==> src/logic/lve_map.svh <==
`ifndef LVE_MAP_SVH
`define LVE_MAP_SVH
// How it works
// - debug: fetch/general-detect fault, others trap
// - debug pushes no code, causes logged
// - fault points at insn, trap after
// - pin edge or controller message raises 2
// - nmi taken at boundary, next pointer
// - one-byte breakpoint traps vector 3 cleanly
// - software interrupt immediate 3 also breakpoints
// - overflow check traps 4 when flag set
// - add/sub update overflow and carry flags
// - bounds check out of range faults 5
// - invalid opcode faults 6, reserved D6/F1 excepted
// - illegal operand type faults 6
// - missing feature bit faults packed/simd insns
// - emulation flag faults packed/simd, some exempt
// - ext-state-save enable clear faults simd
// - simd fp exception unenabled becomes 6
// - guaranteed-undefined insn faults, points at itself
// - lock prefix on unlockable/non-memory faults
// - system segment insns fault in real/v86
// - resume-from-sysmgmt faults outside that mode
// - fault only when the insn retires
// - opcodes D6 and F1 raise nothing
// - invalid opcode: no code, points at insn

// ---------------------------------------------------------------------
// vectors and opcodes
// ---------------------------------------------------------------------
`define LVE_VEC_DEBUG    8'h01
`define LVE_VEC_NMI      8'h02
`define LVE_VEC_BRKPT    8'h03
`define LVE_VEC_OVFL     8'h04
`define LVE_VEC_BOUND    8'h05
`define LVE_VEC_INVOP    8'h06
`define LVE_OPC_RSVD_A   8'hD6
`define LVE_OPC_RSVD_B   8'hF1
`define LVE_IMM_BRKPT    8'h03

// ---------------------------------------------------------------------
// register offsets, bit positions, reset values
// ---------------------------------------------------------------------
`define LVE_ADR_CTL      8'h00
`define LVE_ADR_FEAT     8'h04
`define LVE_ADR_FLAGS    8'h08
`define LVE_ADR_DBGST    8'h0C
`define LVE_ADR_LAST     8'h10
`define LVE_CTL_EM       0
`define LVE_CTL_OS_EXT_STATE_SAVE_ENABLE   1
`define LVE_CTL_OSXMM    2
`define LVE_CTL_REAL     3
`define LVE_CTL_V86      4
`define LVE_CTL_SMM      5
`define LVE_FEAT_PACKED  23
`define LVE_FEAT_SIMD    25
`define LVE_FEAT_SIMD2   26
`define LVE_FLG_CF       0
`define LVE_FLG_OF       11
`define LVE_DBG_FETCH    0
`define LVE_DBG_GD       1
`define LVE_DBG_DATA     2
`define LVE_DBG_IO       3
`define LVE_DBG_STEP     4
`define LVE_DBG_TASK     5
`define LVE_DBG_INT1     6
`define LVE_RST_CTL      32'h0000_0000
`define LVE_RST_FEAT     32'h0680_0000
`define LVE_RST_FLAGS    32'h0000_0000
`endif

==> src/logic/lve_pkg.sv <==
package lve_pkg;
  // dispatch state, one-hot
  typedef enum logic [1:0] {
    LVE_IDLE = 2'b01,
    LVE_HOLD = 2'b10
  } lve_st_e;

  // class of the retiring instruction
  typedef enum logic [3:0] {
    LVE_K_PLAIN = 4'h0, LVE_K_ADDSUB = 4'h1, LVE_K_INT1 = 4'h2,
    LVE_K_INT3 = 4'h3, LVE_K_INTN = 4'h4, LVE_K_INTO = 4'h5,
    LVE_K_BOUND = 4'h6, LVE_K_UNDEF = 4'h7, LVE_K_UD2 = 4'h8,
    LVE_K_FARLD = 4'h9, LVE_K_PACKED = 4'hA, LVE_K_SIMD = 4'hB,
    LVE_K_SIMD2 = 4'hC, LVE_K_SYSSEG = 4'hD, LVE_K_RSM = 4'hE
  } lve_kind_e;

  // one retiring instruction as the pipeline describes it
  typedef struct packed {
    lve_kind_e   kind;
    logic [7:0]  opcode;     // primary opcode byte
    logic [7:0]  imm;        // immediate of the software interrupt
    logic        mem_dst;    // operand / destination is memory
    logic        lock;       // bus-lock prefix present
    logic        lockable;   // instruction may be locked
    logic        em_exempt;  // exempt from the emulation check
    logic        fx_exempt;  // exempt from the ext-state check
    logic        simd_fpx;   // would raise a simd fp exception
    logic        is_sub;     // add/sub: subtract
    logic [6:0]  dbg;        // debug conditions, dbg status layout
    logic [31:0] op_a;       // add/sub operand, or bound index
    logic [31:0] op_b;       // add/sub operand, or lower bound
    logic [31:0] op_c;       // upper bound
    logic [31:0] cur_ptr;    // pointer of this instruction
    logic [31:0] next_ptr;   // pointer of the following one
  } lve_retire_s;

  // exception handed to dispatch
  typedef struct packed {
    logic [7:0]  vector;
    logic        is_fault;
    logic        err_valid;
    logic [31:0] ptr;
  } lve_exc_s;

  // complete state of the unit
  typedef struct packed {
    lve_st_e     st;
    logic [31:0] ctl;
    logic [31:0] feat;
    logic [31:0] flags;
    logic [6:0]  dbgst;
    logic        nmi_pend;
    logic        nmi_pin_d;
    logic        wb_ack;
    logic [31:0] wb_dat;
    lve_exc_s    exc;
  } lve_state_s;
endpackage

==> src/logic/lve_top.sv <==
`timescale 1ns/1ns
`default_nettype none
`include "lve_map.svh"
module lve_top
  import lve_pkg::*;
(
  input  wire logic        clk_i,
  input  wire logic        rst_i,
  // classic wishbone slave
  input  wire logic        wb_cyc_i,
  input  wire logic        wb_stb_i,
  input  wire logic        wb_we_i,
  input  wire logic [7:0]  wb_adr_i,
  input  wire logic [3:0]  wb_sel_i,
  input  wire logic [31:0] wb_dat_i,
  output logic      [31:0] wb_dat_o,
  output logic             wb_ack_o,
  // retirement stream
  input  wire logic        retire_valid_i,
  input  wire lve_retire_s retire_i,
  output logic             retire_ready_o,
  // nonmaskable sources
  input  wire logic        nmi_pin_i,
  input  wire logic        nmi_msg_i,
  // dispatch side
  output logic             exc_valid_o,
  output lve_exc_s         exc_o,
  input  wire logic        exc_ack_i,
  output logic      [31:0] flags_o
);

  // -------------------------------------------------------------------
  // state
  // -------------------------------------------------------------------
  lve_state_s s_r;       // registered state
  lve_state_s s_nxt;     // next state
  logic       accept;    // retirement taken this cycle
  logic       nmi_evt;   // new nonmaskable request this cycle
  logic       wb_req;    // bus request not yet answered

  assign accept  = retire_valid_i && (s_r.st == LVE_IDLE);
  assign nmi_evt = (nmi_pin_i && !s_r.nmi_pin_d) || nmi_msg_i;
  assign wb_req  = wb_cyc_i && wb_stb_i && !s_r.wb_ack;

  // outputs come straight from state flops
  assign retire_ready_o = (s_r.st == LVE_IDLE);
  assign exc_valid_o    = (s_r.st == LVE_HOLD);
  assign exc_o          = s_r.exc;
  assign wb_ack_o       = s_r.wb_ack;
  assign wb_dat_o       = s_r.wb_dat;
  assign flags_o        = s_r.flags;

  // -------------------------------------------------------------------
  // classification of the retiring instruction
  // -------------------------------------------------------------------
  logic        ud;        // invalid-opcode condition
  logic        bnd;       // bound out of range
  logic        dbg_flt;   // fault-class debug condition
  logic        dbg_trp;   // trap-class debug condition
  logic        bp;        // breakpoint trap
  logic        ovf;       // overflow trap
  logic        em;        // emulation flag
  logic        osfx;      // ext-state-save enable
  logic        osxm;      // simd exception enable
  logic [32:0] sum;       // add/sub result with carry
  logic        of_new;    // signed overflow of add/sub

  // decode looks only at retiring fields and the unit's own registers; wrong-path work never gets here
  always_comb begin
    em   = s_r.ctl[`LVE_CTL_EM];
    osfx = s_r.ctl[`LVE_CTL_OS_EXT_STATE_SAVE_ENABLE];
    osxm = s_r.ctl[`LVE_CTL_OSXMM];
    ud   = 1'b0;
    case (retire_i.kind)
      LVE_K_UNDEF: begin
        // the two reserved bytes run as no-ops
        ud = (retire_i.opcode != `LVE_OPC_RSVD_A)
          && (retire_i.opcode != `LVE_OPC_RSVD_B);
      end
      LVE_K_UD2: begin
        ud = 1'b1;
      end
      LVE_K_FARLD: begin
        ud = !retire_i.mem_dst;
      end
      LVE_K_PACKED: begin
        ud = !s_r.feat[`LVE_FEAT_PACKED]
          || (em && !retire_i.em_exempt);
      end
      LVE_K_SIMD, LVE_K_SIMD2: begin
        ud = ((retire_i.kind == LVE_K_SIMD) ? !s_r.feat[`LVE_FEAT_SIMD]
                                            : !s_r.feat[`LVE_FEAT_SIMD2])
          || (em && !retire_i.em_exempt)
          || (!osfx && !retire_i.fx_exempt)
          || (retire_i.simd_fpx && !osxm);
      end
      LVE_K_SYSSEG: begin
        ud = s_r.ctl[`LVE_CTL_REAL] || s_r.ctl[`LVE_CTL_V86];
      end
      LVE_K_RSM: begin
        ud = !s_r.ctl[`LVE_CTL_SMM];
      end
      default: begin
        ud = 1'b0;
      end
    endcase
    // a lock prefix is legal only on lockable memory destinations
    if (retire_i.lock && (!retire_i.lockable || !retire_i.mem_dst)) begin
      ud = 1'b1;
    end
    // signed compare against bounds held in memory
    bnd = (retire_i.kind == LVE_K_BOUND)
       && (($signed(retire_i.op_a) < $signed(retire_i.op_b))
        || ($signed(retire_i.op_a) > $signed(retire_i.op_c)));
    dbg_flt = retire_i.dbg[`LVE_DBG_FETCH] || retire_i.dbg[`LVE_DBG_GD];
    dbg_trp = retire_i.dbg[`LVE_DBG_DATA] || retire_i.dbg[`LVE_DBG_IO]
           || retire_i.dbg[`LVE_DBG_STEP] || retire_i.dbg[`LVE_DBG_TASK]
           || (retire_i.kind == LVE_K_INT1);
    bp  = (retire_i.kind == LVE_K_INT3)
       || ((retire_i.kind == LVE_K_INTN) && (retire_i.imm == `LVE_IMM_BRKPT));
    ovf = (retire_i.kind == LVE_K_INTO) && s_r.flags[`LVE_FLG_OF];
    // carry out of add doubles as borrow of subtract
    if (retire_i.is_sub) begin
      sum    = {1'b0, retire_i.op_a} - {1'b0, retire_i.op_b};
      of_new = (retire_i.op_a[31] != retire_i.op_b[31]) && (sum[31] != retire_i.op_a[31]);
    end else begin
      sum    = {1'b0, retire_i.op_a} + {1'b0, retire_i.op_b};
      of_new = (retire_i.op_a[31] == retire_i.op_b[31]) && (sum[31] != retire_i.op_a[31]);
    end
  end

  // -------------------------------------------------------------------
  // next state
  // -------------------------------------------------------------------
  logic [6:0] dbg_set;   // debug causes to log
  logic [6:0] dbg_clr;   // software write-one-to-clear

  always_comb begin
    s_nxt           = s_r;
    dbg_set         = 7'h00;
    dbg_clr         = 7'h00;
    s_nxt.nmi_pin_d = nmi_pin_i;
    // ---- register bus: one wait state, ack for one cycle ----
    s_nxt.wb_ack = wb_req;
    if (wb_req) begin
      // unmapped offsets read zero and ignore writes
      if (wb_adr_i == `LVE_ADR_CTL) begin
        s_nxt.wb_dat = s_r.ctl;
      end else if (wb_adr_i == `LVE_ADR_FEAT) begin
        s_nxt.wb_dat = s_r.feat;
      end else if (wb_adr_i == `LVE_ADR_FLAGS) begin
        s_nxt.wb_dat = s_r.flags;
      end else if (wb_adr_i == `LVE_ADR_DBGST) begin
        s_nxt.wb_dat = {25'h0, s_r.dbgst};
      end else if (wb_adr_i == `LVE_ADR_LAST) begin
        s_nxt.wb_dat = {22'h0, s_r.exc.err_valid, s_r.exc.is_fault, s_r.exc.vector};
      end else begin
        s_nxt.wb_dat = 32'h0;
      end
    end
    // writes land on the edge that shows ack to the master, never earlier, so
    // a cycle that is dropped before its answer changes nothing
    if (wb_cyc_i && wb_stb_i && wb_we_i && s_r.wb_ack) begin
      for (int i = 0; i < 4; i++) begin
        if (wb_sel_i[i]) begin
          if (wb_adr_i == `LVE_ADR_CTL) begin
            s_nxt.ctl[i*8 +: 8] = wb_dat_i[i*8 +: 8];
          end else if (wb_adr_i == `LVE_ADR_FEAT) begin
            s_nxt.feat[i*8 +: 8] = wb_dat_i[i*8 +: 8];
          end else if (wb_adr_i == `LVE_ADR_FLAGS) begin
            s_nxt.flags[i*8 +: 8] = wb_dat_i[i*8 +: 8];
          end
        end
      end
      if ((wb_adr_i == `LVE_ADR_DBGST) && wb_sel_i[0]) begin
        dbg_clr = wb_dat_i[6:0];
      end
    end
    // ---- nonmaskable request waits for a boundary ----
    if (nmi_evt) begin
      s_nxt.nmi_pend = 1'b1;
    end
    // ---- dispatch handshake ----
    case (s_r.st)
      LVE_IDLE: begin
        if (accept) begin
          s_nxt.exc.err_valid = 1'b0;
          s_nxt.st            = LVE_HOLD;
          if (dbg_flt) begin
            // fetch breakpoint beats decode: insn never ran
            s_nxt.exc.vector   = `LVE_VEC_DEBUG;
            s_nxt.exc.is_fault = 1'b1;
            s_nxt.exc.ptr      = retire_i.cur_ptr;
            dbg_set            = retire_i.dbg & 7'h03;
          end else if (ud) begin
            s_nxt.exc.vector   = `LVE_VEC_INVOP;
            s_nxt.exc.is_fault = 1'b1;
            s_nxt.exc.ptr      = retire_i.cur_ptr;
          end else if (bnd) begin
            // operands untouched so the check restarts
            s_nxt.exc.vector   = `LVE_VEC_BOUND;
            s_nxt.exc.is_fault = 1'b1;
            s_nxt.exc.ptr      = retire_i.cur_ptr;
          end else begin
            // instruction completes; traps point past it
            s_nxt.exc.is_fault = 1'b0;
            s_nxt.exc.ptr      = retire_i.next_ptr;
            if (retire_i.kind == LVE_K_ADDSUB) begin
              s_nxt.flags[`LVE_FLG_CF] = sum[32];
              s_nxt.flags[`LVE_FLG_OF] = of_new;
            end
            if (dbg_trp) begin
              s_nxt.exc.vector = `LVE_VEC_DEBUG;
              dbg_set          = retire_i.dbg & 7'h3C;
              dbg_set[`LVE_DBG_INT1] = (retire_i.kind == LVE_K_INT1);
            end else if (bp) begin
              s_nxt.exc.vector = `LVE_VEC_BRKPT;
            end else if (ovf) begin
              s_nxt.exc.vector = `LVE_VEC_OVFL;
            end else if (s_r.nmi_pend || nmi_evt) begin
              s_nxt.exc.vector = `LVE_VEC_NMI;
              s_nxt.nmi_pend   = 1'b0;
            end else begin
              s_nxt.st = LVE_IDLE;
              s_nxt.exc = s_r.exc;
            end
          end
        end
      end
      LVE_HOLD: begin
        // retirement stalls until dispatch takes the exception
        if (exc_ack_i) begin
          s_nxt.st = LVE_IDLE;
        end
      end
      default: begin
        s_nxt.st = LVE_IDLE;
      end
    endcase
    // a cause logged in the clearing cycle survives
    s_nxt.dbgst = (s_r.dbgst & ~dbg_clr) | dbg_set;
  end

  // -------------------------------------------------------------------
  // state register
  // -------------------------------------------------------------------
  always_ff @(posedge clk_i) begin
    if (rst_i) begin
      s_r       <= '0;
      s_r.st    <= LVE_IDLE;
      s_r.ctl   <= `LVE_RST_CTL;
      s_r.feat  <= `LVE_RST_FEAT;
      s_r.flags <= `LVE_RST_FLAGS;
    end else begin
      s_r <= s_nxt;
    end
  end

  // -------------------------------------------------------------------
  // assertions
  // -------------------------------------------------------------------
  property p_ud2_self;
    @(posedge clk_i) disable iff (rst_i)
    accept && (retire_i.kind == LVE_K_UD2) && !dbg_flt |=>
      exc_valid_o && (exc_o.vector == `LVE_VEC_INVOP) && exc_o.is_fault
      && (exc_o.ptr == $past(retire_i.cur_ptr));
  endproperty
  a_ud2_self: assert property (p_ud2_self) else $error("ud2 not faulted");

  property p_rsvd_quiet;
    @(posedge clk_i) disable iff (rst_i)
    accept && (retire_i.kind == LVE_K_UNDEF) && !retire_i.lock && (retire_i.dbg == 7'h00)
      && (retire_i.opcode == `LVE_OPC_RSVD_A) |=>
      !(exc_valid_o && (exc_o.vector == `LVE_VEC_INVOP));
  endproperty
  a_rsvd_quiet: assert property (p_rsvd_quiet) else $error("reserved byte faulted");

  property p_no_errcode;
    @(posedge clk_i) disable iff (rst_i)
    exc_valid_o |-> !exc_o.err_valid;
  endproperty
  a_no_errcode: assert property (p_no_errcode) else $error("error code flagged");

  property p_retire_cause;
    @(posedge clk_i) disable iff (rst_i)
    $rose(exc_valid_o) |-> $past(accept);
  endproperty
  a_retire_cause: assert property (p_retire_cause) else $error("exception w/o retire");

  property p_fault_ptr;
    @(posedge clk_i) disable iff (rst_i)
    $rose(exc_valid_o) && exc_o.is_fault |-> exc_o.ptr == $past(retire_i.cur_ptr);
  endproperty
  a_fault_ptr: assert property (p_fault_ptr) else $error("fault pointer wrong");

  property p_trap_ptr;
    @(posedge clk_i) disable iff (rst_i)
    $rose(exc_valid_o) && !exc_o.is_fault |-> exc_o.ptr == $past(retire_i.next_ptr);
  endproperty
  a_trap_ptr: assert property (p_trap_ptr) else $error("trap pointer wrong");

  property p_nmi_kept;
    @(posedge clk_i) disable iff (rst_i)
    nmi_evt |=> s_r.nmi_pend || (exc_valid_o && (exc_o.vector == `LVE_VEC_NMI));
  endproperty
  a_nmi_kept: assert property (p_nmi_kept) else $error("nmi request lost");

  property p_ovf_flag;
    @(posedge clk_i) disable iff (rst_i)
    $rose(exc_valid_o) && (exc_o.vector == `LVE_VEC_OVFL) |->
      $past(s_r.flags[`LVE_FLG_OF]) && !exc_o.is_fault;
  endproperty
  a_ovf_flag: assert property (p_ovf_flag) else $error("overflow trap w/o flag");

  property p_dbg_logged;
    @(posedge clk_i) disable iff (rst_i)
    $rose(exc_valid_o) && (exc_o.vector == `LVE_VEC_DEBUG) |-> s_r.dbgst != 7'h00;
  endproperty
  a_dbg_logged: assert property (p_dbg_logged) else $error("debug cause not logged");

  // an index below the lower bound must restart through vector 5
  property p_bound_low;
    @(posedge clk_i) disable iff (rst_i)
    accept && (retire_i.kind == LVE_K_BOUND) && !retire_i.lock && (retire_i.dbg[1:0] == 2'h0)
      && ($signed(retire_i.op_a) < $signed(retire_i.op_b)) |=>
      exc_valid_o && (exc_o.vector == `LVE_VEC_BOUND) && exc_o.is_fault;
  endproperty
  a_bound_low: assert property (p_bound_low) else $error("bound fault missing");

  // the one-byte breakpoint completes and points past itself
  property p_brk_trap;
    @(posedge clk_i) disable iff (rst_i)
    accept && (retire_i.kind == LVE_K_INT3) && !retire_i.lock && (retire_i.dbg == 7'h00) |=>
      exc_valid_o && (exc_o.vector == `LVE_VEC_BRKPT) && !exc_o.is_fault;
  endproperty
  a_brk_trap: assert property (p_brk_trap) else $error("breakpoint trap missing");

  // the one-byte debug interrupt is a trap unless a fetch or general-detect fault beats it
  property p_int1_trap;
    @(posedge clk_i) disable iff (rst_i)
    accept && (retire_i.kind == LVE_K_INT1) && !retire_i.lock && (retire_i.dbg[1:0] == 2'h0) |=>
      exc_valid_o && (exc_o.vector == `LVE_VEC_DEBUG) && !exc_o.is_fault;
  endproperty
  a_int1_trap: assert property (p_int1_trap) else $error("debug trap missing");

  // emulation mode turns every non-exempt packed-integer op into vector 6
  property p_em_packed;
    @(posedge clk_i) disable iff (rst_i)
    accept && (retire_i.kind == LVE_K_PACKED) && s_r.ctl[`LVE_CTL_EM] && !retire_i.em_exempt
      && (retire_i.dbg[1:0] == 2'h0) |=>
      exc_valid_o && (exc_o.vector == `LVE_VEC_INVOP) && exc_o.is_fault;
  endproperty
  a_em_packed: assert property (p_em_packed) else $error("emulation fault missing");

  // a fault leaves the flags alone; a bus write landing beside it is exempt
  property p_fault_flags;
    @(posedge clk_i) disable iff (rst_i)
    $rose(exc_valid_o) && exc_o.is_fault && !$past(wb_ack_o) |-> flags_o == $past(flags_o);
  endproperty
  a_fault_flags: assert property (p_fault_flags) else $error("fault changed flags");

  // the nonmaskable vector is a trap and needs a request behind it
  property p_nmi_trap;
    @(posedge clk_i) disable iff (rst_i)
    $rose(exc_valid_o) && (exc_o.vector == `LVE_VEC_NMI) |->
      !exc_o.is_fault && ($past(s_r.nmi_pend) || $past(nmi_evt));
  endproperty
  a_nmi_trap: assert property (p_nmi_trap) else $error("nmi without request");

  // ack is a single pulse so a held strobe cannot double a write
  property p_wb_pulse;
    @(posedge clk_i) disable iff (rst_i)
    wb_ack_o |=> !wb_ack_o;
  endproperty
  a_wb_pulse: assert property (p_wb_pulse) else $error("ack longer than one cycle");

endmodule
`default_nettype wire

==> config.mk <==
export PLATFORM = sky130hd
export DESIGN_NAME = lve_top
export DESIGN_NICKNAME = d
export VERILOG_FILES = /design/src/logic/lve_pkg.sv /design/src/logic/lve_top.sv
export VERILOG_INCLUDE_DIRS = /design/src /design/src/logic
export SDC_FILE = /design/constraint.sdc
export NUM_CORES = 1
export LEC_CHECK = 0
export ABC_AREA = 1
export BUFFER_PORTS_ARGS = -buffer_cell sky130_fd_sc_hd__buf_2
export CORE_MARGIN = 5
export CORE_UTILIZATION = 40
export CTS_BUF_LIST = sky130_fd_sc_hd__clkbuf_16
export CTS_CLUSTER_DIAMETER = 120
export DETAILED_ROUTE_END_ITERATION = 12
export SLEW_MARGIN = 20
export SYNTH_ARGS = -nofsm -noshare
export SYNTH_HDL_FRONTEND = slang
export SYNTH_SLANG_ARGS = --single-unit
==> constraint.sdc <==
create_clock -name clk_i -period 5.05 [get_ports clk_i]
set_input_delay 0.505 -clock clk_i [delete_from_list [all_inputs] [get_ports clk_i]]
set_output_delay 0.505 -clock clk_i [all_outputs]
set_load 0.01 [all_outputs]
==> results.json, run 1 <==
{
  "path_depth": 19,
  "start_kind": "input pin",
  "grtUsageTotal_pct": 21.18,
  "drc": 0,
  "path_buf_inv": 2,
  "path_max_fanout": 40,
  "peakVddDrop_mv": 0.2141,
  "grt_util_met3_pct": 4.133,
  "critPathCaptureType": "register",
  "post-route-period-util_pct": 63.50,
  "synth_seq_cells": 176,
  "cts_tree": "built",
  "p_leak_nw": 6.837,
  "hold_viol": 0,
  "synth_edf_count": 0,
  "place_ws_ps": 1355,
  "die-area_sq_mm": 0.03198,
  "start_util_pct": 40.81,
  "multi_input_area_sq_mm": 0.005993,
  "gr-max-usage-layer": "met2",
  "gr-usage-met1_pct": 27.23,
  "hold_class": "input pin to register",
  "syn_avg_cell_area_sq_um": 6.835,
  "clock-sinks": 176,
  "gp_congestion": 0.8704,
  "via_per_inst": 4.963,
  "layout_common_cells": "buf_2, nand2_1, inv_1, dfxtp_1, nor2_1",
  "slew_violations": 0,
  "die_w_um": 178.8,
  "io_pins": 356,
  "layout_commonest_cell": "buf_2",
  "cp_slowest_cell": "nand3_2",
  "dp_hpwl_mm": 26.59,
  "synth.distinct_cells": 49,
  "clock.fmax_mhz": 311.8,
  "skew_ps": 12.89,
  "clock_path_buffers": 2,
  "yosys_most_used_dff": "dfxtp_1",
  "yosys_warnings": 0,
  "tightest_slew_ps": 1075,
  "overflow": 0,
  "critical_path_class": "input pin to register",
  "crit_family": "simple AND/OR/NAND/NOR gates",
  "routedWlPerCell_um": 15.40,
  "rows": 61,
  "cts.repair.resized": 0,
  "grt_max_degree": 112,
  "crit_chain": "buf_2 > ha_1 > nand2_1 > nor2_1 > nand2_1 > inv_1 > nand2_1 > nor2_1 > nand2_1 > nand3_1 > nand2_1 > nand3_1 > nand3_2 > nand2_4 > nand3_2 > nand2_1 > nand2_1 > nor2_1 > nor2_1",
  "worstPathArrival_ps": 3520,
  "grt_pass1_wl_mm": 54.70,
  "design.core.area_sq_mm": 0.02793,
  "path_clk_slew_ps": 70,
  "tns_ps": 0,
  "holdBufCountCts": 0,
  "rsz0062_at_grt": "no",
  "power_per_cell_area_mw_per_mm2": 263.6,
  "die_h_um": 178.8,
  "drt-initial-drc-count": 554,
  "drive_above_1_share_pct": 21.81,
  "drv_cap": 0,
  "max_slew_margin_pct": 28.07,
  "period_needed_ps": 3207,
  "fill_cells": 2972,
  "yosys-top-cells-area": "dfxtp_1, nand2_1, ha_1, a21oi_1, buf_4",
  "async_reset_ff_share_pct": 0,
  "ff_latch_area_sq_mm": 0.003523,
  "rr_worst_depth": 11,
  "dr.pass1.iters": 5,
  "finalSetupViolCount": 0,
  "synthesis.area_sq_mm": 0.01140,
  "netlist.area_leader.share_pct": 30.90,
  "routed_wl_mm": 34.97,
  "postSynthCellCount": 1668,
  "yosysTopAreaCell": "dfxtp_1",
  "port_buffers": 348,
  "syn_to_final_growth_pct": 16.10,
  "status": "finished clean",
  "cts_root_buffer": "clkbuf_16",
  "grt_util_met2_pct": 36.11,
  "layout_setup_ws_ps": 1843,
  "ctsHtreeMaxLevel": 4,
  "cts_setup_buffers": 0,
  "route.vias.total": 11270,
  "cp_common_cell": "nand2_1",
  "cts_made_buffers": 17,
  "antenna_found_initial": 7,
  "whs_path_depth": 3,
  "synth_seq_area_share_pct": 30.90,
  "grt_pass1_vias": 10780,
  "clk_latency_ps": 430,
  "cp.required_ps": 5360,
  "slowest_delay_ps": 660,
  "ant_nets": 0,
  "nNetsFinal": 2217
}
[registers in the layout, indices dropped and copies added (netlist names)]
signal    cells
osxm          1
flags_o      32
wb_dat_o     32
osfx          1
exc_o        36
wb_ack_o      1
s_r          72
em            1
[area by class of cell]
cell class	instances	area share (%)
timing repair buffer	355	13.56
sequential	176	26.62
clock buffer	17	3.214
inverter	212	6.021
clock inverter	15	1.664
tap	378	3.573
multi-input combinational	1114	45.28
antenna	4	0.07562
[worst register-to-register path, cell delays in order, from the launching register on]
cell and delay, ps:
dfxtp_1 350, nor2_1 70, nor2_1 100, o211ai_1 90, o21ai_0 170, o2111a_1 470
buf_4 430, nand3_2 660, nand2_1 230, nand2_1 90, nor2_1 100, nor2_1 60
[synthesized netlist by cell type (3+ instances only)]
library cell  instances
nand2_1             344
o21bai_1              4
nor4_1                3
a41oi_1               4
buf_2                22
o21ai_0             134
a221oi_1              3
a21oi_1             165
clkbuf_1             34
buf_4               110
dfxtp_1             176
o21a_1                3
nand4_1              48
a21o_1                5
a211oi_2              5
nor3_1               16
a211oi_1             11
nor2_1              174
a31oi_1              25
inv_1               209
nand3_1              37
inv_2                 3
ha_1                 94
o211ai_1              5
buf_6                 4
[metal layers]
metal,vias up,routed length (um)
li1,5768,-
met4,6,601
met5,-,46
met3,38,2141
met2,313,16800
met1,5145,15380
[path summary, 6_finish.rpt]
kind	start	to	slack (ps)
worst max-delay path	retire_i[151]	exc_o[17]$_SDFFE_PP0P_	1840
worst min-delay path	wb_dat_i[25]	s_r[141]$_SDFFE_PP1P_	310
worst max register to register	osfx$_SDFFE_PP0P_	exc_o[17]$_SDFFE_PP0P_	2130
worst min register to register	wb_dat_o[0]$_SDFFE_PP0P_	wb_dat_o[0]$_SDFFE_PP0P_	470
[cells by family (layout without fill, tap and decap cells)]
kind of cell | after synthesis | count (layout) | share of synthesized area [%]
AO/OA/AOI/OAI | 376 | 376 | 18.34
buffers and inverters | 383 | 599 | 16.74
adder cells (fa/ha/maj) | 94 | 94 | 10.32
AND/OR/NAND/NOR | 638 | 638 | 23.67
flip-flops | 176 | 176 | 30.90
other | 1 | 10 | 0.03289
[through the flow]
step / area, sq um / util, % / power, mW / hold slack [ps] / cells
after CTS: 13230 / 47.35 / 3.535 / 276.8 / 2267
final: 13240 / 47.38 / 3.489 / 307.9 / 2271
after global routing: 13240 / 47.38 / 3.678 / 289.2 / 2271
after floorplan: 11420 / - / 1.921 / 445.7 / 1673
after detailed placement: 12580 / 45.04 / 2.124 / 464.1 / 2235
after global placement: 12580 / 45.04 / 2.113 / 458.9 / 2235
[report_power, final]
group | internal (mW) | switching (mW) | leakage (nW)
Clock | 0.698 | 0.700 | 0.309
Combinational | 0.246 | 0.391 | 5.10
Sequential | 1.43 | 0.0229 | 1.43
Total | 2.38 | 1.11 | 6.84
No activity file was read; power rests on OpenSTA's default activity.
==> run 2: changes to the inputs <==
Settings changed: ABC_AREA 1 to 0, PLACE_DENSITY set to 0.68.
Clock period 5.05 ns to 2.6 ns, I/O delays scaled along.
==> run 2 against run 1 <==
Net effect: sequential share of layout area decreased by 2.0 points; largest power group unchanged; sequential power increased by 92%; largest cell class unchanged; critical path depth decreased by 5; clock power increased by 97%.
==> results.json, run 2 <==
{
  "yosys_most_used_dff": "dfxtp_1",
  "tightest_slew_ps": 717.3,
  "timing.hold.ws_ps": 58.87,
  "path_clk_slew_ps": 80,
  "drc": 0,
  "crit_start": "retire_i[141]",
  "critPathCaptureType": "register",
  "layout_commonest_cell": "buf_2",
  "dp_hpwl_mm": 27.21,
  "netlist.area_leader.share_pct": 32.09,
  "r2r_start": "em$_SDFFE_PP0P_",
  "fill_cells": 2590,
  "finalSetupViolCount": 0,
  "skew_ps": 10.36,
  "dr.pass1.iters": 5,
  "drv_cap": 0,
  "synth_seq_cells": 176,
  "overflow": 0,
  "synthTopCellsByCount": "dfxtp_1, nand2_1, nor2_1, buf_4, mux2i_1",
  "syn_avg_cell_area_sq_um": 8.362,
  "critical_path_class": "input pin to register",
  "worstPathArrival_ps": 2940,
  "ant_nets": 0,
  "grt_pass1_wl_mm": 55.28,
  "antenna_found_initial": 8,
  "post-route-period-util_pct": 99.26,
  "layout_common_cells": "buf_2, dfxtp_1, nand2_1, nor2_1, mux2i_1",
  "grt_max_degree": 123,
  "synth_edf_count": 0,
  "hold_class": "input pin to register",
  "yosysTopAreaCell": "dfxtp_1",
  "period_needed_ps": 2581,
  "yosys-top-cells-area": "dfxtp_1, ha_1, mux2i_1, buf_4, a21oi_1",
  "layout_setup_ws_ps": 19.25,
  "clk_latency_ps": 430,
  "yosys_warnings": 0,
  "start_kind": "input pin",
  "top_register": "s_r",
  "worstHoldStart": "retire_i[163]",
  "status": "finished clean",
  "multi_input_area_sq_mm": 0.006344,
  "die_h_um": 175.7,
  "route.vias.total": 10580,
  "synthesis.area_sq_mm": 0.01098,
  "cts_made_buffers": 17,
  "drive_above_1_share_pct": 34.08,
  "clock-sinks": 176,
  "routedWlPerCell_um": 18.22,
  "gp_congestion": 0.8878,
  "async_reset_ff_share_pct": 0,
  "rows": 60,
  "rsz0062_at_grt": "yes",
  "cp.required_ps": 2960,
  "ff_latch_area_sq_mm": 0.003523,
  "largest_reg_flops": 72,
  "max_slew_margin_pct": 52.18,
  "io_pins": 356,
  "via_per_inst": 5.284,
  "rr_worst_depth": 11,
  "peakVddDrop_mv": 0.4269,
  "slew_violations": 0,
  "start_util_pct": 40.63,
  "cts_tree": "built",
  "holdBufCountCts": 0,
  "grtUsageTotal_pct": 22.08,
  "clock_path_buffers": 2,
  "grt_pass1_vias": 10430,
  "synth_most_common_cell": "dfxtp_1",
  "design.core.area_sq_mm": 0.02703,
  "p_total_mw": 6.855,
  "whs_path_depth": 2,
  "hold_viol": 0,
  "die-area_sq_mm": 0.03086,
  "place_ws_ps": -597.0,
  "synth_seq_area_share_pct": 32.09,
  "ctsHtreeMaxLevel": 4,
  "drt-initial-drc-count": 542,
  "port_buffers": 348,
  "postSynthCellCount": 1313,
  "routed_wl_mm": 36.49,
  "cts_root_buffer": "clkbuf_16",
  "path_max_fanout": 16,
  "nNetsFinal": 1986,
  "clock.fmax_mhz": 387.5,
  "synth.distinct_cells": 71,
  "power_per_cell_area_mw_per_mm2": 479.4,
  "p_leak_nw": 6.626,
  "die_w_um": 175.7,
  "syn_to_final_growth_pct": 30.25
}
run 2: cell types whose count changed in the layout (fill, tap and decap cells not counted), moves of 16 or more:
cell,previous run,this run
nand2b_1,0,16
nand2_1,344,130
o21ai_0,134,48
buf_4,7,106
a41oi_1,4,27
mux2i_1,0,113
buf_12,0,18
nor2_1,172,119
a31oi_1,25,4
and3_1,0,32
nand4_1,48,12
a21oi_1,165,100
inv_1,208,75
run 2: worst max-delay path: stages:
cell and delay (ps):
buf_6 110, ha_4 260, nand4_1 150, or4_4 570
o311ai_2 240, o21ai_2 120, nand4b_4 130, buf_6 110
a31oi_4 80, buf_12 150, o21ai_4 290, clkbuf_16 250
nand2_1 60, a21oi_1 150
run 2: layout make-up:
cell class,instances,area share [%]
repair buffers,475,21.28
well taps,341,2.984
inverters,80,2.100
clock buffers,17,2.975
multi-input cells,895,44.36
flip-flops and latches,176,24.64
clock inverters,15,1.610
diodes,3,0.05250
run 2: final timing paths:
check,to,slack (ps)
hold / removal,s_r[80]$_SDFF_PP0_,60
hold reg to reg,wb_dat_o[14]$_SDFFE_PP0P_,450
setup / recovery,exc_o[18]$_SDFFE_PP0P_,20
setup reg to reg,exc_o[18]$_SDFFE_PP0P_,250
run 2: cells by family after synthesis:
| family | share of synthesized area (%) |
|---|---|
| XOR/XNOR | 0.07979 |
| AND/OR/NAND/NOR | 18.27 |
| other | 0.03416 |
| adder cells (fa/ha/maj) | 10.71 |
| buffers and inverters | 12.47 |
| flip-flops | 32.09 |
| AO/OA/AOI/OAI | 15.02 |
| multiplexers | 11.33 |
run 2: where the power goes:
part | total, mW | switching [mW] | internal (mW) | leakage (nW)
Clock | 2.76 | 1.39 | 1.37 | 0.314
Combinational | 1.32 | 0.706 | 0.614 | 4.89
Sequential | 2.78 | 0.0295 | 2.75 | 1.42
run 2: per-layer routing:
metal	track usage (%)	up-vias	share of wire (%)
met5	0	-	0.14
met4	6.855	10	2.9
met3	5.467	68	6.6
met2	38.28	326	49
met1	27.01	5016	42
li1	-	5158	-
run 2: timing repair:
item                                    in CTS  in global routing
buffers inserted                             0                  9
pin swaps                                    1                  3
gates cloned                                 2                  4
resized for setup                            2                 45
endpoints found under the setup margin      33                 40
run 2: metrics by stage:
stage | instances | TNS [ps] | instance area, sq um | util, %
2_1_floorplan | 1318 | 0 | 11000 | -
3_3_place_gp | 1952 | -19550 | 13130 | 48.59
3_5_place_dp | 1952 | -21290 | 13130 | 48.59
4_1_cts | 1986 | -52.20 | 13810 | 51.12
5_1_grt | 2002 | -1773 | 14300 | 52.91
6_report | 2002 | 0 | 14300 | 52.91
